**config.mk**
```make
export PLATFORM = sky130hd
export DESIGN_NAME = system_reset_and_watchdog
export DESIGN_NICKNAME = d
export VERILOG_FILES = /design/src/verilog/reset_ctl_pkg.sv /design/src/verilog/system_reset_and_watchdog.sv /design/src/verilog/watchdog_counter.sv
export VERILOG_INCLUDE_DIRS = /design/src /design/src/verilog
export SDC_FILE = /design/constraint.sdc
export NUM_CORES = 1
export LEC_CHECK = 0
export ABC_CLOCK_PERIOD_IN_PS = 3500
export BUFFER_PORTS_ARGS = -buffer_cell sky130_fd_sc_hd__buf_2
export CELL_PAD_IN_SITES_DETAIL_PLACEMENT = 0
export CELL_PAD_IN_SITES_GLOBAL_PLACEMENT = 1
export CORE_UTILIZATION = 42
export CTS_CLUSTER_DIAMETER = 120
export DETAILED_ROUTE_END_ITERATION = 10
export PLACE_DENSITY = 0.85
export SLEW_MARGIN = 10
export SYNTH_ARGS = -nofsm -noshare
export SYNTH_HDL_FRONTEND = slang
export SYNTH_SLANG_ARGS = --single-unit
```
**constraint.sdc**
```tcl
create_clock -name clk_i -period 3.5 [get_ports clk_i]
set_input_delay 0.7 -clock clk_i [delete_from_list [all_inputs] [get_ports clk_i]]
set_output_delay 0.7 -clock clk_i [all_outputs]
set_load 0.01 [all_outputs]
```
**src/verilog/reset_ctl_regs.svh**
```systemverilog
// offsets, field positions, reset values and timing counts of the reset controller
// assumes a 100 MHz system clock and a 32-bit classic wishbone register port
`ifndef RESET_CTL_REGS_SVH
`define RESET_CTL_REGS_SVH

// register byte offsets
`define REG_RESET_FLAGS 8'h00
`define REG_WDT_CTRL 8'h04
`define REG_REF_CTRL 8'h08

// reset flag field positions
`define FLAG_POR 0
`define FLAG_EXT 1
`define FLAG_BOR 2
`define FLAG_WDT 3
`define FLAG_TEST 4
`define FLAG_W 5

// watchdog control field positions
`define WDT_PRESCALE_LSB 0
`define WDT_PRESCALE_MSB 2
`define WDT_ENABLE_BIT 3
`define WDT_TURNOFF_BIT 4

// reference control field positions
`define REF_BANDGAP_BIT 0
`define REF_ENABLE_BIT 4
`define REF_STATE_LSB 8
`define REF_STATE_MSB 10

// reset values
`define FLAGS_RESET 5'h00
`define WDT_CTRL_RESET 5'h00
`define REF_CTRL_RESET 1'h0

// timing, times in their own unit, counts derived
`define CLK_PERIOD_NS 10
`define EXT_MIN_PULSE_NS 1500
`define EXT_MIN_CYCLES ((`EXT_MIN_PULSE_NS + `CLK_PERIOD_NS - 1) / `CLK_PERIOD_NS)
`define BOD_MIN_NS 2000
`define BOD_MIN_CYCLES ((`BOD_MIN_NS + `CLK_PERIOD_NS - 1) / `CLK_PERIOD_NS)
`define DLY_SHORT_US 4100
`define DLY_LONG_US 65000
`define DLY_SHORT_CYCLES ((`DLY_SHORT_US * 1000) / `CLK_PERIOD_NS)
`define DLY_LONG_CYCLES ((`DLY_LONG_US * 1000) / `CLK_PERIOD_NS)
`define DLY_NONE_CYCLES 1
`define TOE_WINDOW_CYCLES 4
`define WDT_BASE_CYCLES 22'h004000

`endif

```
**src/verilog/reset_ctl_pkg.sv**
```systemverilog
// types shared by the reset controller files
// assumes nothing beyond a systemverilog compiler
package reset_ctl_pkg;
    typedef enum logic [2:0] {
        ST_HOLD = 3'b001,
        ST_DELAY = 3'b010,
        ST_RUN = 3'b100
    } seq_state_t;
endpackage

```
**src/verilog/system_reset_and_watchdog.sv**
```systemverilog
// system reset controller: five sources, stretch delay, watchdog, reference enable
// assumes fuse settings are static while powered, and a wishbone master on clk_i
`timescale 1ns/1ps
`include "reset_ctl_regs.svh"

// Behaviour
// - reset clears registers, core restarts at vector
// - any source forces port pins immediately; the watchdog does so only through chip_reset_o, one cycle later
// - port forcing needs no running clock
// - all released, delay counter stretches reset
// - delay length chosen by fuse settings
// - OR exactly five reset request inputs
// - test reset register one holds reset
// - supply good starts delay before release
// - supply low reasserts reset without delay
// - long pin low resets, short may not
// - pin high starts delay, then release
// - brown-out enabled only by fuse setting
// - brown-out resets at once, delayed release
// - short brown-out indications are ignored
// - watchdog expiry gives one-cycle reset pulse
// - delay starts on watchdog pulse falling edge
// - watchdog counts its own oscillator
// - restart instruction clears watchdog counter
// - disable or chip reset clears counter
// - eight selectable watchdog periods
// - expiry while enabled resets the device
// - watchdog disabled only by protected sequence
// - reference on for brown-out, bandgap, converter
// - prescale codes give 16K to 2048K cycles
// - turn-off enable self-clears after four cycles
// - per-source flags, supply-on clears others
module system_reset_and_watchdog #(
    parameter int unsigned DLY_SHORT_CYCLES = `DLY_SHORT_CYCLES,
    parameter int unsigned DLY_LONG_CYCLES = `DLY_LONG_CYCLES
) (
    input wire logic clk_i,
    input wire logic rst_i,
    input wire logic ce_i,
    input wire logic supply_low_i,
    input wire logic reset_pin_n_i,
    input wire logic brownout_detector_i,
    input wire logic test_reset_i,
    input wire logic wdt_osc_i,
    input wire logic watchdog_restart_i,
    input wire logic converter_enable_i,
    input wire logic [3:0] clock_select_settings_i,
    input wire logic brownout_enable_setting_i,
    input wire logic wb_cyc_i,
    input wire logic wb_stb_i,
    input wire logic wb_we_i,
    input wire logic [7:0] wb_adr_i,
    input wire logic [3:0] wb_sel_i,
    input wire logic [31:0] wb_dat_i,
    output logic [31:0] wb_dat_o,
    output logic wb_ack_o,
    output logic chip_reset_o,
    output logic port_force_o,
    output logic restart_vector_o,
    output logic voltage_ref_enable_o
);
    // synchroniser order: osc, test, brown-out, pin low, supply low
    logic [4:0] meta_q;
    logic [4:0] sync_q;
    logic osc_last_q;
    logic osc_tick;
    logic supply_low_s;
    logic pin_low_s;
    logic bod_s;
    logic test_s;
    logic [15:0] pin_cnt_q;
    logic [15:0] bod_cnt_q;
    logic pin_low_f;
    logic bod_f;
    logic wdt_fire;
    logic request;
    reset_ctl_pkg::seq_state_t state_q;
    reset_ctl_pkg::seq_state_t state_d;
    logic [31:0] delay_q;
    logic chip_clear;
    logic [`FLAG_W-1:0] flags_q;
    logic wde_q;
    logic toe_q;
    logic [2:0] toe_cnt_q;
    logic [2:0] wdp_q;
    logic bandgap_q;
    logic bus_req;
    logic bus_wr;
    logic wr_flags;
    logic wr_wdt;
    logic wr_ref;

    // stretch length selected by the fuse code, never by software
    function automatic logic [31:0] delay_cycles(input logic [3:0] sel);
        case (sel[1:0])
            2'b00: delay_cycles = 32'(`DLY_NONE_CYCLES);
            2'b01: delay_cycles = 32'(DLY_SHORT_CYCLES);
            default: delay_cycles = 32'(DLY_LONG_CYCLES);
        endcase
    endfunction

    // filter counter: saturates at the limit while raw is active, drops at once otherwise
    function automatic logic [15:0] filt_next(input logic raw, input logic [15:0] cnt,
                                              input logic [15:0] lim);
        if (!raw) begin
            filt_next = 16'h0000;
        end else if (cnt == lim) begin
            filt_next = cnt;
        end else begin
            filt_next = cnt + 16'h0001;
        end
    endfunction

    // two-stage synchroniser on every pin-level input;
    // supply reads low until sampled, so reset never ends before the pins are seen
    always_ff @(posedge clk_i) begin
        if (rst_i) begin
            meta_q <= 5'h10;
            sync_q <= 5'h10;
        end else if (ce_i) begin
            meta_q <= {supply_low_i, ~reset_pin_n_i, brownout_detector_i, test_reset_i, wdt_osc_i};
            sync_q <= meta_q;
        end
    end

    // edge detector behind the second stage, idle low like the oscillator
    always_ff @(posedge clk_i) begin
        if (rst_i) begin
            osc_last_q <= 1'b0;
        end else if (ce_i) begin
            osc_last_q <= sync_q[0];
        end
    end

    assign osc_tick = sync_q[0] & ~osc_last_q;
    assign test_s = sync_q[1];
    assign bod_s = sync_q[2] & brownout_enable_setting_i;
    assign pin_low_s = sync_q[3];
    assign supply_low_s = sync_q[4];

    // minimum width filter on the pin; shorter lows are dropped
    always_ff @(posedge clk_i) begin
        if (rst_i) begin
            pin_cnt_q <= 16'h0000;
        end else if (ce_i) begin
            pin_cnt_q <= filt_next(pin_low_s, pin_cnt_q, 16'(`EXT_MIN_CYCLES));
        end
    end

    // minimum width filter on the brown-out indication
    always_ff @(posedge clk_i) begin
        if (rst_i) begin
            bod_cnt_q <= 16'h0000;
        end else if (ce_i) begin
            bod_cnt_q <= filt_next(bod_s, bod_cnt_q, 16'(`BOD_MIN_CYCLES));
        end
    end

    assign pin_low_f = (pin_cnt_q == 16'(`EXT_MIN_CYCLES));
    assign bod_f = (bod_cnt_q == 16'(`BOD_MIN_CYCLES));

    // combined request of the five sources
    assign request = supply_low_s | pin_low_f | wdt_fire | bod_f | test_s;

    // port forcing takes the raw source inputs past every flop so it works with the clock stopped;
    // this is the one output that is not registered, by necessity
    assign port_force_o = supply_low_i | ~reset_pin_n_i | test_reset_i | chip_reset_o |
        (brownout_detector_i & brownout_enable_setting_i);

    // sequencer: hold while any source is active, then count the stretch
    always_comb begin
        state_d = state_q;
        case (state_q)
            reset_ctl_pkg::ST_HOLD: begin
                if (!request) begin
                    state_d = reset_ctl_pkg::ST_DELAY;
                end
            end
            reset_ctl_pkg::ST_DELAY: begin
                if (request) begin
                    state_d = reset_ctl_pkg::ST_HOLD;
                end else if (delay_q <= 32'h00000001) begin
                    state_d = reset_ctl_pkg::ST_RUN;
                end
            end
            reset_ctl_pkg::ST_RUN: begin
                if (request) begin
                    state_d = reset_ctl_pkg::ST_HOLD;
                end
            end
            default: state_d = reset_ctl_pkg::ST_HOLD;
        endcase
    end

    // sequencer state
    always_ff @(posedge clk_i) begin
        if (rst_i) begin
            state_q <= reset_ctl_pkg::ST_HOLD;
        end else if (ce_i) begin
            state_q <= state_d;
        end
    end

    // stretch counter, reloaded from the fuse code outside the delay state
    always_ff @(posedge clk_i) begin
        if (rst_i) begin
            delay_q <= 32'h00000000;
        end else if (ce_i) begin
            if (state_q != reset_ctl_pkg::ST_DELAY) begin
                delay_q <= delay_cycles(clock_select_settings_i);
            end else begin
                delay_q <= delay_q - 32'h00000001;
            end
        end
    end

    // release only on a clock edge, never mid-cycle
    always_ff @(posedge clk_i) begin
        if (rst_i) begin
            chip_reset_o <= 1'b1;
        end else if (ce_i) begin
            chip_reset_o <= (state_d != reset_ctl_pkg::ST_RUN);
        end
    end

    // one-cycle start pulse at the release edge
    always_ff @(posedge clk_i) begin
        if (rst_i) begin
            restart_vector_o <= 1'b0;
        end else if (ce_i) begin
            restart_vector_o <= (state_q == reset_ctl_pkg::ST_DELAY) &&
                (state_d == reset_ctl_pkg::ST_RUN);
        end
    end

    assign chip_clear = rst_i | chip_reset_o;

    watchdog_counter u_wdt (
        .clk_i(clk_i),
        .clear_i(chip_clear),
        .ce_i(ce_i),
        .osc_tick_i(osc_tick),
        .enable_i(wde_q),
        .restart_i(watchdog_restart_i),
        .prescale_i(wdp_q),
        .expire_o(wdt_fire)
    );

    // wishbone decode; a write lands on the edge that sees ack high
    assign bus_req = wb_cyc_i & wb_stb_i;
    assign bus_wr = bus_req & wb_we_i & wb_ack_o & wb_sel_i[0];
    assign wr_flags = bus_wr && (wb_adr_i == `REG_RESET_FLAGS);
    assign wr_wdt = bus_wr && (wb_adr_i == `REG_WDT_CTRL);
    assign wr_ref = bus_wr && (wb_adr_i == `REG_REF_CTRL);

    // reset cause flags survive chip reset; supply-on wipes the rest
    always_ff @(posedge clk_i) begin
        if (rst_i) begin
            flags_q <= `FLAGS_RESET;
        end else if (ce_i) begin
            if (supply_low_s) begin
                flags_q <= 5'h01 << `FLAG_POR;
            end else begin
                // a set in the same cycle as a software clear wins
                flags_q <= (flags_q & ~({5{wr_flags}} & ~wb_dat_i[`FLAG_W-1:0])) |
                    {test_s, wdt_fire, bod_f, pin_low_f, 1'b0};
            end
        end
    end

    // watchdog control with the protected turn-off sequence
    always_ff @(posedge clk_i) begin
        if (chip_clear) begin
            wde_q <= 1'b0;
            toe_q <= 1'b0;
            toe_cnt_q <= 3'h0;
            wdp_q <= 3'h0;
        end else if (ce_i) begin
            if (wr_wdt) begin
                wdp_q <= wb_dat_i[`WDT_PRESCALE_MSB:`WDT_PRESCALE_LSB];
                // clearing enable only counts while turn-off enable is up
                if (wb_dat_i[`WDT_ENABLE_BIT] || toe_q) begin
                    wde_q <= wb_dat_i[`WDT_ENABLE_BIT];
                end
            end
            if (wr_wdt && wb_dat_i[`WDT_TURNOFF_BIT]) begin
                toe_q <= 1'b1;
                toe_cnt_q <= 3'(`TOE_WINDOW_CYCLES);
            end else if (toe_cnt_q == 3'h1) begin
                toe_q <= 1'b0;
                toe_cnt_q <= 3'h0;
            end else if (toe_cnt_q != 3'h0) begin
                toe_cnt_q <= toe_cnt_q - 3'h1;
            end
        end
    end

    // comparator bandgap select and the reference enable
    always_ff @(posedge clk_i) begin
        if (chip_clear) begin
            bandgap_q <= `REF_CTRL_RESET;
        end else if (ce_i && wr_ref) begin
            bandgap_q <= wb_dat_i[`REF_BANDGAP_BIT];
        end
    end

    // reference on while any of its three users needs it, one cycle late
    always_ff @(posedge clk_i) begin
        if (rst_i) begin
            voltage_ref_enable_o <= 1'b0;
        end else if (ce_i) begin
            voltage_ref_enable_o <= brownout_enable_setting_i | bandgap_q |
                converter_enable_i;
        end
    end

    // ack one cycle after the request, dropped the cycle after
    always_ff @(posedge clk_i) begin
        if (rst_i) begin
            wb_ack_o <= 1'b0;
        end else if (ce_i) begin
            wb_ack_o <= bus_req & ~wb_ack_o;
        end
    end

    // read data launched with ack; unmapped offsets read zero
    always_ff @(posedge clk_i) begin
        if (rst_i) begin
            wb_dat_o <= 32'h00000000;
        end else if (ce_i) begin
            if (bus_req && !wb_ack_o) begin
                wb_dat_o <= 32'h00000000;
                case (wb_adr_i)
                    `REG_RESET_FLAGS: wb_dat_o[`FLAG_W-1:0] <= flags_q;
                    `REG_WDT_CTRL: wb_dat_o[4:0] <= {toe_q, wde_q, wdp_q};
                    `REG_REF_CTRL: begin
                        wb_dat_o[`REF_BANDGAP_BIT] <= bandgap_q;
                        wb_dat_o[`REF_ENABLE_BIT] <= voltage_ref_enable_o;
                        wb_dat_o[`REF_STATE_MSB:`REF_STATE_LSB] <= state_q;
                    end
                    default: wb_dat_o <= 32'h00000000;
                endcase
            end
        end
    end
endmodule

```
**src/verilog/watchdog_counter.sv**
```systemverilog
// watchdog counter stepped by ticks of its own oscillator
// assumes osc_tick_i is already synchronised into the system clock domain
`timescale 1ns/1ps
`include "reset_ctl_regs.svh"

module watchdog_counter (
    input wire logic clk_i,
    input wire logic clear_i,
    input wire logic ce_i,
    input wire logic osc_tick_i,
    input wire logic enable_i,
    input wire logic restart_i,
    input wire logic [2:0] prescale_i,
    output logic expire_o
);
    logic [21:0] count_q;

    // period in oscillator cycles, doubling for each prescale step
    function automatic logic [21:0] period(input logic [2:0] sel);
        period = `WDT_BASE_CYCLES << sel;
    endfunction

    // count oscillator ticks; cleared by restart, disable or chip reset
    always_ff @(posedge clk_i) begin
        if (clear_i) begin
            count_q <= 22'h000000;
        end else if (ce_i) begin
            if (restart_i || !enable_i) begin
                count_q <= 22'h000000;
            end else if (osc_tick_i) begin
                if (count_q == period(prescale_i) - 22'h000001) begin
                    count_q <= 22'h000000;
                end else begin
                    count_q <= count_q + 22'h000001;
                end
            end
        end
    end

    // expiry is one system clock wide, the tick itself lasts one cycle
    always_ff @(posedge clk_i) begin
        if (clear_i) begin
            expire_o <= 1'b0;
        end else if (ce_i) begin
            expire_o <= enable_i && !restart_i && osc_tick_i &&
                (count_q == period(prescale_i) - 22'h000001);
        end
    end
endmodule
```
### Word level (Yosys, flattened, before mapping)

Index checks and enable logic that the tools add are counted.

| cells by class | value |
|---|---|
| add/subtract/negate cells | 6 |
| order comparisons | 1 |
| equality and inequality tests | 15 |
| shift-type cells | 1 |
| multiplexer cells | 24 |
| bitwise logic cells | 27 |
| reduce and logical (&&, ||, !) cells | 29 |

Operator list:

| kind | number |
|---|---|
| 22-bit 2-to-1 mux | 3 |
| 16-bit 2-to-1 mux | 4 |
| 23-bit one-hot mux with 2 select lines | 1 |
| 16-bit by 1-bit adder with 16-bit output (second input constant) | 2 |
| 16-bit by 8-bit equality test with 1-bit output (second input constant) | 2 |
| 32-bit by 1-bit less-or-equal comparator with 1-bit output (second input constant) | 1 |
| 32-bit 2-to-1 mux | 1 |
| 32-bit by 1-bit subtractor with 32-bit output (second input constant) | 1 |
| 3-bit 2-to-1 mux | 8 |
| 22-bit by 1-bit adder with 22-bit output (second input constant) | 1 |
| 22-bit equality test | 1 |
| 15-bit by 3-bit << shifter with 22-bit output (first input constant) | 1 |
| 22-bit by 1-bit subtractor with 22-bit output (second input constant) | 1 |
| 2-bit AND reduction | 7 |
| 1-bit OR | 11 |
| 5-bit AND | 2 |
| 1-bit logical AND | 10 |
| 5-bit NOT | 2 |
| 3-bit one-hot mux with 3 select lines | 1 |
| 1-bit AND | 8 |
| 8-bit by 3-bit equality test with 1-bit output (second input constant) | 1 |
| 8-bit by 4-bit equality test with 1-bit output (second input constant) | 1 |
| 8-bit zero test | 1 |
| 3-bit by 1-bit equality test with 1-bit output (second input constant) | 2 |
| 19 further kinds | 30 |

| word-level totals | value |
|---|---|
| register bits after elaboration | 127 |
| bits of input ports | 62 |
| output and inout bits | 37 |
| logic and storage cells | 123 |

### Depth between registers and ports, before layout

Gate-level depths: netlist of the first run.

| depth | value |
|---|---|
| depth after elaboration | 10 |
| depth in mapped cells | 12 |
| gate-level depth less buffers | 9 |

### By module

A second synthesis of the first run with hierarchy kept.

| second synthesis, totals | value |
|---|---|
| cell total of the unflattened synthesis | 809 |
| area total of the unflattened synthesis | 6533.8 sq um |

Modules (own cells, without submodules):

| module | times used | cells an instance | area each (sq um) | sequential area each (sq um) |
|---|---|---|---|---|
| system_reset_and_watchdog | 1 | 639 | 5232.5 | 2082.0 |
| watchdog_counter | 1 | 170 | 1301.2 | 460.4 |

### Worst setup path before layout of the first run

Ideal clock, no wire load.

| timing path | value |
|---|---|
| kind | reg2reg |
| start | register wdp_q[2] |
| end | register u_wdt.count_q[1] |
| setup time | 117 ps |
| data arrival time | 2768 ps |
| required time | 3383 ps |
| setup slack | 615 ps |
| stages on the path, launching flop included | 10 |
| buffers on the path | 2 |
| period minus slack after synthesis | 2885 ps |
| path through | dfxtp_1 clkbuf_1 or3_1 ha_1 xnor2_1 or4_1 nor4_1 clkbuf_1 inv_1 a32o_1 |

| on the way | value |
|---|---|
| word-level cells in the longest chain between the ends | 6 |

RTL lines:

| element | RTL line | RTL |
|---|---|---|
| from (decl) | system_reset_and_watchdog.sv:85 | `logic [2:0] wdp_q;` |
| from (signal assigned) | system_reset_and_watchdog.sv:280 | `` wdp_q <= wb_dat_i[`WDT_PRESCALE_MSB:`WDT_PRESCALE_LSB]; `` |
| 15-bit by 3-bit << shifter with 22-bit output (no line) | n/a |  |
| 22-bit by 1-bit subtractor with 22-bit output | watchdog_counter.sv:31 | `if (count_q == period(prescale_i) - 22'h000001) begin` |
| 22-bit equality test | watchdog_counter.sv:31 |  |
| 22-bit 2-to-1 mux | watchdog_counter.sv:31 |  |
| 22-bit 2-to-1 mux | watchdog_counter.sv:30 | `end else if (osc_tick_i) begin` |
| 22-bit 2-to-1 mux | watchdog_counter.sv:28 | `if (restart_i \|\| !enable_i) begin` |
| to (signal assigned) | watchdog_counter.sv:34 | `count_q <= count_q + 22'h000001;` |
| to (decl) | watchdog_counter.sv:16 | `logic [21:0] count_q;` |

No other way between the ends. The select of a mux whose other input is x is not followed.
A chain may end at the register's enable or synchronous reset.

### Worst setup path in the final report of the first run

| timing path | value |
|---|---|
| start | register wdp_q[1] |
| end | register u_wdt.count_q[19] |

Same word-level chain as after synthesis.

==> impl_metrics.prom, run 1 <==
# TYPE chip_impl_metric gauge
chip_impl_metric{name="post_syn_instances",unit=""} 821
chip_impl_metric{name="p_per_area",unit="nW/um2"} 466
chip_impl_metric{name="drt-total-wl",unit="um"} 14600
chip_impl_metric{name="maximum_number_of_pins_on_one_net_before_global_route_repair",unit=""} 63
chip_impl_metric{name="finalCriticalPeriod",unit="ns"} 2.79
chip_impl_metric{name="global_route.overflow_total",unit=""} 0
chip_impl_metric{name="fp.dieW",unit="um"} 127
chip_impl_metric{name="cts_hold_buf",unit=""} 0
chip_impl_metric{name="ir_worst_vdd",unit="uV"} 301
chip_impl_metric{name="clock_skew",unit="ns"} 0.00812
chip_impl_metric{name="vias_per_cell",unit=""} 5.28
chip_impl_info{name="critical-path-slowest-cell",value="sky130_fd_sc_hd__or4_1"} 1
chip_impl_metric{name="setup_violations",unit=""} 0
chip_impl_metric{name="post-route-worst-setup-slack",unit="ns"} 0.705
chip_impl_metric{name="finalCoreUtilization",unit=""} 0.491
chip_impl_info{name="layout_common_cells",value="sky130_fd_sc_hd__dfxtp_1, sky130_fd_sc_hd__nor2_1, sky130_fd_sc_hd__nand2_1"} 1
chip_impl_metric{name="hpwl",unit="um"} 10100
chip_impl_metric{name="cp.required",unit="ns"} 3.81
chip_impl_metric{name="max_slew_headroom_at_the_worst_pin",unit=""} 0.469
chip_impl_metric{name="tritoncts.num_buffers",unit=""} 17
chip_impl_metric{name="drt.antenna.violating_nets",unit=""} 0
chip_impl_info{name="timing.critical_path.from_type",value="register"} 1
chip_impl_metric{name="path_clk_slew",unit="ns"} 0.05
chip_impl_metric{name="die_h",unit="um"} 127
chip_impl_metric{name="finalNonFillerCells",unit=""} 1076
chip_impl_metric{name="antenna_violations_before_repair",unit=""} 0
chip_impl_metric{name="fin_setup_tns",unit="ns"} 0
chip_impl_metric{name="synth.top_cell.area_share",unit=""} 0.386
chip_impl_metric{name="synth-seq-cells",unit=""} 127
chip_impl_metric{name="detail_route.first_pass.iterations",unit=""} 4
chip_impl_metric{name="post_cts_resize_count",unit=""} 0
chip_impl_info{name="status",value="complete, no violations"} 1
chip_impl_metric{name="grt_first_pass_wirelength",unit="um"} 24700
chip_impl_metric{name="floorplan.io_pins",unit=""} 99
chip_impl_metric{name="number_of_nets_in_the_layout",unit=""} 925
chip_impl_metric{name="post_synthesis_cell_area",unit="um2"} 6580
chip_impl_metric{name="final-hold-violation-count",unit=""} 0
chip_impl_info{name="layout.cells.most_common",value="sky130_fd_sc_hd__dfxtp_1"} 1
chip_impl_info{name="timing.hold.worst.class",value="reg -> reg"} 1
chip_impl_metric{name="routed-via-count",unit=""} 5686
chip_impl_metric{name="report.final.slew_viol_count",unit=""} 0
chip_impl_metric{name="dpl_worst_slack",unit="ns"} 0.749
chip_impl_metric{name="layout-area-overhead-vs-synth",unit="%"} 13.8
chip_impl_metric{name="placed_cells_incl_taps",unit=""} 1044
chip_impl_metric{name="timing_worst_slew_pin_value",unit="ns"} 0.796
chip_impl_metric{name="cts_setup_buffers",unit=""} 0
chip_impl_metric{name="f_max",unit="MHz"} 358
chip_impl_metric{name="post_synth.cell_area_avg",unit="um2"} 8.02
chip_impl_metric{name="synth_warnings",unit=""} 0
chip_impl_metric{name="route.detailed.wl_per_inst",unit="um"} 13.6
chip_impl_metric{name="cap_violations",unit=""} 0
chip_impl_info{name="critical_path_class",value="reg -> reg"} 1
chip_impl_info{name="timing.critical_path.cells",value="or3_1 -> ha_1 -> xnor2_1 -> or4_1 -> nor4_2 -> buf_4 -> o31ai_1 -> a21o_1"} 1
chip_impl_metric{name="antenna-diode-count",unit=""} 0
chip_impl_metric{name="postSynth.asyncResetShare",unit=""} 0
chip_impl_metric{name="worstSkewPairLatency",unit="ns"} 0.42
chip_impl_metric{name="critPathArrivalTime",unit="ns"} 3.10
chip_impl_info{name="post_synth_main_area_contributors",value="sky130_fd_sc_hd__dfxtp_1, sky130_fd_sc_hd__nor2_1, sky130_fd_sc_hd__nand2_1, sky130_fd_sc_hd__a21oi_1, sky130_fd_sc_hd__xnor2_1"} 1
chip_impl_metric{name="num_rows",unit=""} 45
chip_impl_metric{name="first_global_vias",unit=""} 5228
chip_impl_info{name="cts_tree",value="yes"} 1
chip_impl_info{name="synth_top_cell_by_area",value="sky130_fd_sc_hd__dfxtp_1"} 1
chip_impl_metric{name="groute.usage.overall",unit=""} 0.191
chip_impl_metric{name="die-area",unit="um2"} 16200
chip_impl_metric{name="core-area",unit="um2"} 15300
chip_impl_metric{name="portBuffers",unit=""} 42
chip_impl_info{name="rsz0062_at_grt",value="no"} 1
chip_impl_metric{name="detailed_route_drc_error_count",unit=""} 0
chip_impl_metric{name="cp_max_fo",unit=""} 13
chip_impl_metric{name="dr.first_iter.drc_count",unit=""} 425
chip_impl_metric{name="delay_of_the_slowest_cell_on_the_worst_path",unit="ns"} 0.53
chip_impl_metric{name="p_total",unit="uW"} 3490
chip_impl_info{name="sort_of_element_at_the_end_of_the_critical_path",value="register"} 1
chip_impl_metric{name="globalplace.congestion",unit=""} 0.796
chip_impl_metric{name="deepest_clock_path_buffer_count",unit=""} 2
chip_impl_metric{name="post_route_cells_drive_above_1_share",unit=""} 0.112
chip_impl_metric{name="starting_density_of_the_core",unit=""} 0.431
chip_impl_metric{name="synth_cell_types",unit=""} 62
chip_impl_info{name="dominantRegCellSynth",value="sky130_fd_sc_hd__dfxtp_1"} 1
chip_impl_metric{name="min_period_over_period",unit=""} 0.799
chip_impl_metric{name="cts_num_sinks",unit=""} 127
chip_impl_metric{name="synth_edf_count",unit=""} 0
chip_impl_metric{name="total_leakage_power",unit="uW"} 0.00287
chip_impl_info{name="clock_tree.root_cell",value="sky130_fd_sc_hd__clkbuf_16"} 1
chip_impl_metric{name="yosysSeqAreaShare",unit=""} 0.386
chip_impl_metric{name="fillCellCount",unit=""} 1529
chip_impl_metric{name="cts_htree_levels",unit=""} 4
registers in the layout, indices dropped and copies added, names as in the netlist:
register / count
pin_cnt_q: 16
bandgap_q: 1
delay_q: 32
wdp_q: 3
flags_q: 5
wb_ack_o: 1
toe_q: 1
meta_q: 5
voltage_ref_enable_o: 1
bod_cnt_q: 16
wde_q: 1
osc_last_q: 1
state_q: 3
chip_reset_o: 1
sync_q: 5
restart_vector_o: 1
u_wdt.expire_o: 1
wb_dat_o: 8
toe_cnt_q: 3
u_wdt.count_q: 22
critical path: cells and delay by family, from the launching register on:
| kind | cells | cell delay, ns |
|---|---|---|
| adder cells (fa/ha/maj) | 1 | 0.33 |
| AND/OR/NAND/NOR | 3 | 1.26 |
| AO/OA/AOI/OAI | 2 | 0.28 |
| buffers and inverters | 1 | 0.25 |
| flip-flops | 1 | 0.44 |
| XOR/XNOR | 1 | 0.13 |
kinds of logic (layout without fill, tap and decap cells):
family	count (synthesis)	in the layout	synth area share
other	1	24	0.000570
AOI/OAI and AO/OA	168	168	0.161
adders and majority gates	11	11	0.0209
DFF	127	127	0.386
buffers and inverters	84	105	0.0620
xor gates and xnor gates	50	50	0.0665
muxes	16	16	0.0249
and+or+nand+nor	364	364	0.278
path summary, 6_finish.rpt:
| path | start | cells after the start | slack (ns) | end |
|---|---|---|---|---|
| worst min register to register | wb_dat_o[4]$_SDFFE_PP0P_ | 2 | 0.45 | wb_dat_o[4]$_SDFFE_PP0P_ |
| worst max register to register | wdp_q[1]$_SDFFE_PP0P_ | 8 | 0.71 | u_wdt.count_q[19]$_SDFFE_PP0P_ |
| worst min-delay path | wb_dat_o[4]$_SDFFE_PP0P_ | 2 | 0.45 | wb_dat_o[4]$_SDFFE_PP0P_ |
| worst max-delay path | wdp_q[1]$_SDFFE_PP0P_ | 8 | 0.71 | u_wdt.count_q[19]$_SDFFE_PP0P_ |
per-layer routing:
metal | global-route usage | share of wire | up-vias
met4 | 0.0756 | 0.0086 | 0
met5 | 0 | 0 | -
met1 | 0.255 | 0.50 | 2667
met2 | 0.300 | 0.46 | 74
li1 | - | - | 2938
met3 | 0.0402 | 0.032 | 7
synth_stat cells (7+ instances only):
library cell and count:
sky130_fd_sc_hd__nand2b_1 11, sky130_fd_sc_hd__dfxtp_1 127, sky130_fd_sc_hd__clkbuf_1 33, sky130_fd_sc_hd__nand3_1 43, sky130_fd_sc_hd__xor2_1 23, sky130_fd_sc_hd__nand4_1 10, sky130_fd_sc_hd__buf_4 24, sky130_fd_sc_hd__nand2_1 72
sky130_fd_sc_hd__nor3_1 18, sky130_fd_sc_hd__mux2i_1 13, sky130_fd_sc_hd__o21ai_0 43, sky130_fd_sc_hd__and2_1 7, sky130_fd_sc_hd__xnor2_1 27, sky130_fd_sc_hd__a21oi_1 49, sky130_fd_sc_hd__inv_1 20, sky130_fd_sc_hd__nor2_1 107
sky130_fd_sc_hd__a211oi_1 10, sky130_fd_sc_hd__ha_1 11, sky130_fd_sc_hd__a21o_1 10, sky130_fd_sc_hd__o31ai_1 16, sky130_fd_sc_hd__a22oi_1 11, sky130_fd_sc_hd__or2_2 7, sky130_fd_sc_hd__or3_1 13, sky130_fd_sc_hd__and3_1 17
sky130_fd_sc_hd__nor4_1 21
power breakdown:
part           switching [uW]  internal, uW  total (uW)
logic                     156          96.8         253
registers                28.2          1470        1500
clock network             614          1120        1740
total                     799          2690        3490
through the flow:
| stage | hold WS (ns) | instance area (um2) |
|---|---|---|
| after CTS | 0.456 | 7490 |
| after global routing | 0.469 | 7490 |
| final | 0.452 | 7490 |
| after global placement | 0.445 | 6910 |
| after detailed placement | 0.450 | 6910 |
| after floorplan | 0.431 | 6670 |
area by class of cell:
cell class              instances  area (um2)  share of cell area
flip-flops and latches        127        2540               0.339
multi-input cells             633        3720               0.497
inverters                      20        75.1              0.0100
clock inverters                 5        77.6              0.0104
repair buffers                 53         305              0.0407
well taps                     211         264              0.0352
clock buffers                  27         503              0.0671
Note: power is estimated with default switching activity, not from simulation.
==> inputs of run 2 (changes only) <==
--- a/config.mk
+++ b/config.mk
@@ -6,14 +6,15 @@
 export SDC_FILE = /design/constraint.sdc
 export NUM_CORES = 1
 export LEC_CHECK = 0
-export ABC_CLOCK_PERIOD_IN_PS = 3500
+export ABC_AREA = 1
+export ABC_CLOCK_PERIOD_IN_PS = 2400
 export BUFFER_PORTS_ARGS = -buffer_cell sky130_fd_sc_hd__buf_2
 export CELL_PAD_IN_SITES_DETAIL_PLACEMENT = 0
 export CELL_PAD_IN_SITES_GLOBAL_PLACEMENT = 1
-export CORE_UTILIZATION = 42
+export CORE_UTILIZATION = 37
 export CTS_CLUSTER_DIAMETER = 120
 export DETAILED_ROUTE_END_ITERATION = 10
-export PLACE_DENSITY = 0.85
+export PLACE_DENSITY = 0.82
 export SLEW_MARGIN = 10
 export SYNTH_ARGS = -nofsm -noshare
 export SYNTH_HDL_FRONTEND = slang
==> constraint.sdc (replaced) <==
create_clock -name clk_i -period 2.4 [get_ports clk_i]
set_input_delay 0.48 -clock clk_i [delete_from_list [all_inputs] [get_ports clk_i]]
set_output_delay 0.48 -clock clk_i [all_outputs]
set_load 0.01 [all_outputs]
==> impl_metrics.prom, run 2 <==
# TYPE chip_impl_metric gauge
chip_impl_info{name="status",value="complete, no violations"} 1
chip_impl_info{name="top_register",value="delay_q"} 1
chip_impl_metric{name="final-hold-violation-count",unit=""} 0
chip_impl_metric{name="power.net_switching",unit="uW"} 1350
chip_impl_info{name="synthMostInstantiatedCell",value="sky130_fd_sc_hd__nand2_1"} 1
chip_impl_metric{name="rr_worst_depth",unit=""} 10
chip_impl_metric{name="logic_gate_share_of_total_power",unit=""} 0.084
chip_impl_metric{name="vias_per_cell",unit=""} 4.90
chip_impl_metric{name="synth.mux.area_fraction",unit=""} 0
chip_impl_info{name="synth_top_family_by_area",value="simple AND/OR/NAND/NOR gates"} 1
chip_impl_metric{name="post-route-worst-setup-slack",unit="ns"} 0.289
chip_impl_metric{name="synth_cell_types",unit=""} 47
chip_impl_metric{name="grt_first_pass_wirelength",unit="um"} 30600
chip_impl_info{name="reg2reg_from",value="wdp_q[2]$_SDFFE_PP0P_"} 1
chip_impl_metric{name="drt.antenna.violating_nets",unit=""} 0
chip_impl_metric{name="cts_hold_buf",unit=""} 0
chip_impl_metric{name="min_period_over_period",unit=""} 0.879
chip_impl_metric{name="clock_power_frac",unit=""} 0.493
chip_impl_metric{name="synth_xor_area_frac",unit=""} 0.0223
chip_impl_metric{name="fin_setup_tns",unit="ns"} 0
chip_impl_metric{name="dpl_worst_slack",unit="ns"} 0.191
chip_impl_info{name="post_synth_main_area_contributors",value="sky130_fd_sc_hd__dfxtp_1, sky130_fd_sc_hd__nand2_1, sky130_fd_sc_hd__nor2_1, sky130_fd_sc_hd__a21oi_1, sky130_fd_sc_hd__inv_1"} 1
chip_impl_metric{name="cp_max_fo",unit=""} 16
chip_impl_metric{name="route.detailed.wl_per_inst",unit="um"} 12.8
chip_impl_metric{name="global_route.overflow_total",unit=""} 0
chip_impl_metric{name="finalCriticalPeriod",unit="ns"} 2.11
chip_impl_info{name="crit_family",value="simple AND/OR/NAND/NOR gates"} 1
chip_impl_info{name="cts_tree",value="yes"} 1
chip_impl_metric{name="yosysSeqAreaShare",unit=""} 0.341
chip_impl_info{name="clock_tree.root_cell",value="sky130_fd_sc_hd__clkbuf_16"} 1
chip_impl_metric{name="sequential_cell_area",unit="um2"} 2540
chip_impl_metric{name="antenna_violations_before_repair",unit=""} 0
chip_impl_metric{name="hpwl",unit="um"} 13600
chip_impl_metric{name="worstSkewPairLatency",unit="ns"} 0.42
chip_impl_metric{name="post_syn_instances",unit=""} 1140
chip_impl_metric{name="fp.dieW",unit="um"} 144
chip_impl_metric{name="groute.usage.overall",unit=""} 0.188
chip_impl_metric{name="deepest_clock_path_buffer_count",unit=""} 2
chip_impl_metric{name="ir_worst_vdd",unit="uV"} 422
chip_impl_metric{name="power.sequential.fraction",unit=""} 0.424
chip_impl_metric{name="first_global_vias",unit=""} 6308
chip_impl_metric{name="path_clk_slew",unit="ns"} 0.06
chip_impl_metric{name="combined_area_of_the_multi_input_logic_cells",unit="um2"} 4170
chip_impl_metric{name="globalplace.congestion",unit=""} 0.864
chip_impl_info{name="synth_top_cell_by_area",value="sky130_fd_sc_hd__dfxtp_1"} 1
chip_impl_metric{name="detailed_route_drc_error_count",unit=""} 0
chip_impl_info{name="layout.cells.most_common",value="sky130_fd_sc_hd__nand2_1"} 1
chip_impl_info{name="endpoint",value="u_wdt.count_q[3]$_SDFFE_PP0P_"} 1
chip_impl_metric{name="dr.first_iter.drc_count",unit=""} 352
chip_impl_info{name="critical-path-slowest-cell",value="sky130_fd_sc_hd__dfxtp_1"} 1
chip_impl_metric{name="starting_density_of_the_core",unit=""} 0.381
chip_impl_info{name="sort_of_element_at_the_end_of_the_critical_path",value="register"} 1
chip_impl_info{name="r2r-end",value="u_wdt.count_q[3]$_SDFFE_PP0P_"} 1
chip_impl_info{name="timing.hold.worst.class",value="in -> reg"} 1
chip_impl_metric{name="core-area",unit="um2"} 19600
chip_impl_metric{name="cts_htree_levels",unit=""} 4
chip_impl_metric{name="cp.required",unit="ns"} 2.69
chip_impl_metric{name="report.final.slew_viol_count",unit=""} 0
chip_impl_metric{name="clock_skew",unit="ns"} 0.0110
chip_impl_metric{name="synth_simple_gate_area_share",unit=""} 0.352
chip_impl_metric{name="fillCellCount",unit=""} 2129
chip_impl_metric{name="tritoncts.num_buffers",unit=""} 17
chip_impl_metric{name="antenna-diode-count",unit=""} 0
chip_impl_metric{name="synth_edf_count",unit=""} 0
chip_impl_metric{name="setup_violations",unit=""} 0
chip_impl_metric{name="f_max",unit="MHz"} 474
chip_impl_info{name="rsz0062_at_grt",value="no"} 1
chip_impl_info{name="timing.critical_path.cells",value="inv_4 -> nand2_1 -> ha_1 -> a21oi_1 -> nand3_1 -> nand3b_1 -> nor2_2 -> nand2_4 -> nand3_1 -> a21oi_1"} 1
chip_impl_metric{name="drt-total-wl",unit="um"} 18800
chip_impl_metric{name="die_h",unit="um"} 144
chip_impl_metric{name="largest_register_ff_count",unit=""} 32
chip_impl_info{name="critical_path_class",value="reg -> reg"} 1
chip_impl_info{name="ys_top_cells_by_count",value="sky130_fd_sc_hd__nand2_1, sky130_fd_sc_hd__nor2_1, sky130_fd_sc_hd__inv_1"} 1
chip_impl_metric{name="floorplan.io_pins",unit=""} 99
chip_impl_metric{name="intPower",unit="uW"} 3860
chip_impl_metric{name="r2r_setup_slack",unit="ns"} 0.29
chip_impl_metric{name="synth-adder-area-share",unit=""} 0.0184
chip_impl_metric{name="worst-path-buf-inv",unit=""} 1
chip_impl_metric{name="synth-seq-cells",unit=""} 127
chip_impl_metric{name="cts_setup_buffers",unit=""} 0
chip_impl_metric{name="layout-area-overhead-vs-synth",unit="%"} 13.7
chip_impl_metric{name="routed-via-count",unit=""} 7193
chip_impl_metric{name="postSynth.asyncResetShare",unit=""} 0
chip_impl_info{name="layout_common_cells",value="sky130_fd_sc_hd__nand2_1, sky130_fd_sc_hd__nor2_1, sky130_fd_sc_hd__inv_1"} 1
chip_impl_metric{name="num_rows",unit=""} 51
chip_impl_metric{name="synth.top_cell.area_share",unit=""} 0.341
chip_impl_info{name="largestRegisters",value="delay_q (32), u_wdt.count_q (22)"} 1
chip_impl_info{name="dominantRegCellSynth",value="sky130_fd_sc_hd__dfxtp_1"} 1
chip_impl_metric{name="p_per_area",unit="nW/um2"} 613
chip_impl_metric{name="total_leakage_power",unit="uW"} 0.00338
chip_impl_metric{name="post_synthesis_cell_area",unit="um2"} 7470
chip_impl_metric{name="post_synth.cell_area_avg",unit="um2"} 6.55
chip_impl_metric{name="synth_compound_gate_area_share",unit=""} 0.153
chip_impl_metric{name="post_route_cells_drive_above_1_share",unit=""} 0.119
chip_impl_metric{name="cap_violations",unit=""} 0
chip_impl_metric{name="maximum_number_of_pins_on_one_net_before_global_route_repair",unit=""} 36
chip_impl_metric{name="power.switching_fraction",unit=""} 0.259
chip_impl_metric{name="critPathArrivalTime",unit="ns"} 2.40
chip_impl_metric{name="delay_of_the_slowest_cell_on_the_worst_path",unit="ns"} 0.52
chip_impl_metric{name="detail_route.first_pass.iterations",unit=""} 5
chip_impl_metric{name="cts_num_sinks",unit=""} 127
chip_impl_metric{name="number_of_nets_in_the_layout",unit=""} 1262
chip_impl_metric{name="portBuffers",unit=""} 42
chip_impl_metric{name="die-area",unit="um2"} 20800
chip_impl_info{name="crit_start",value="wdp_q[2]$_SDFFE_PP0P_"} 1
chip_impl_metric{name="crit_cells",unit=""} 10
chip_impl_metric{name="post_cts_resize_count",unit=""} 0
chip_impl_info{name="timing.critical_path.from_type",value="register"} 1
chip_impl_metric{name="synth_warnings",unit=""} 0
run 2: cell count changes in the layout (fill, tap and decap cells not counted), sizes merged, moves of 16 or more:
| cell | change |
|---|---|
| a21oi | +67 |
| inv | +116 |
| nand2 | +182 |
| nand3 | +48 |
| nand4 | +22 |
| nor2 | +58 |
| nor4 | -16 |
| o21ai | +29 |
| xnor2 | -25 |
run 2: how the worst min path moves through the flow:
stage,startpoint,endpoint,depth (start not counted)
after global routing,reset_pin_n_i,meta_q[3]$_SDFFE_PP0P_,2
after global placement,wb_dat_o[0]$_SDFFE_PP0P_,wb_dat_o[0]$_SDFFE_PP0P_,2
after detailed placement,wb_dat_o[0]$_SDFFE_PP0P_,wb_dat_o[0]$_SDFFE_PP0P_,2
final,reset_pin_n_i,meta_q[3]$_SDFFE_PP0P_,2
after floorplan,delay_q[25]$_SDFFE_PP0P_,delay_q[25]$_SDFFE_PP0P_,1
after CTS,reset_pin_n_i,meta_q[3]$_SDFFE_PP0P_,2
run 2: cells by family (layout without fill, tap and decap cells):
family | after synthesis | in the layout
other cells | 1 | 24
buf+inv | 188 | 227
flops | 127 | 127
fa+ha+maj | 11 | 11
simple gates | 586 | 586
xor+xnor | 19 | 19
compound gates | 208 | 208
run 2: stage by stage:
stage	utilization	instance area [um2]	hold WS, ns	total power [uW]	std cells
after global routing	0.433	8490	0.241	5420	1467
after CTS	0.433	8480	0.237	5270	1467
final	0.433	8490	0.251	5210	1467
after global placement	0.403	7900	0.458	2680	1435
after floorplan	-	7550	0.427	2570	1163
after detailed placement	0.403	7900	0.459	2690	1435
run 2: per-layer routing:
metal,vias up,GRT usage,part of all wire
met4,0,0.0750,0.017
met2,150,0.305,0.45
met3,20,0.0315,0.037
li1,3786,-,-
met1,3237,0.248,0.50
met5,-,0,0
run 2: final cells by class:
type	instances	area share
inverter	134	0.0598
clock inverter	12	0.0159
tap	265	0.0391
multi-input combinational	848	0.492
sequential	127	0.299
clock buffer	20	0.0526
timing repair buffer	61	0.0416
run 2: power groups by stage:
stage / logic, uW / clock network (uW) / registers (uW)
final: 435 / 2570 / 2210
after global routing: 495 / 2710 / 2210
after CTS: 439 / 2620 / 2200
after detailed placement: 436 / 0 / 2250
after global placement: 434 / 0 / 2250
after floorplan: 333 / 0 / 2240
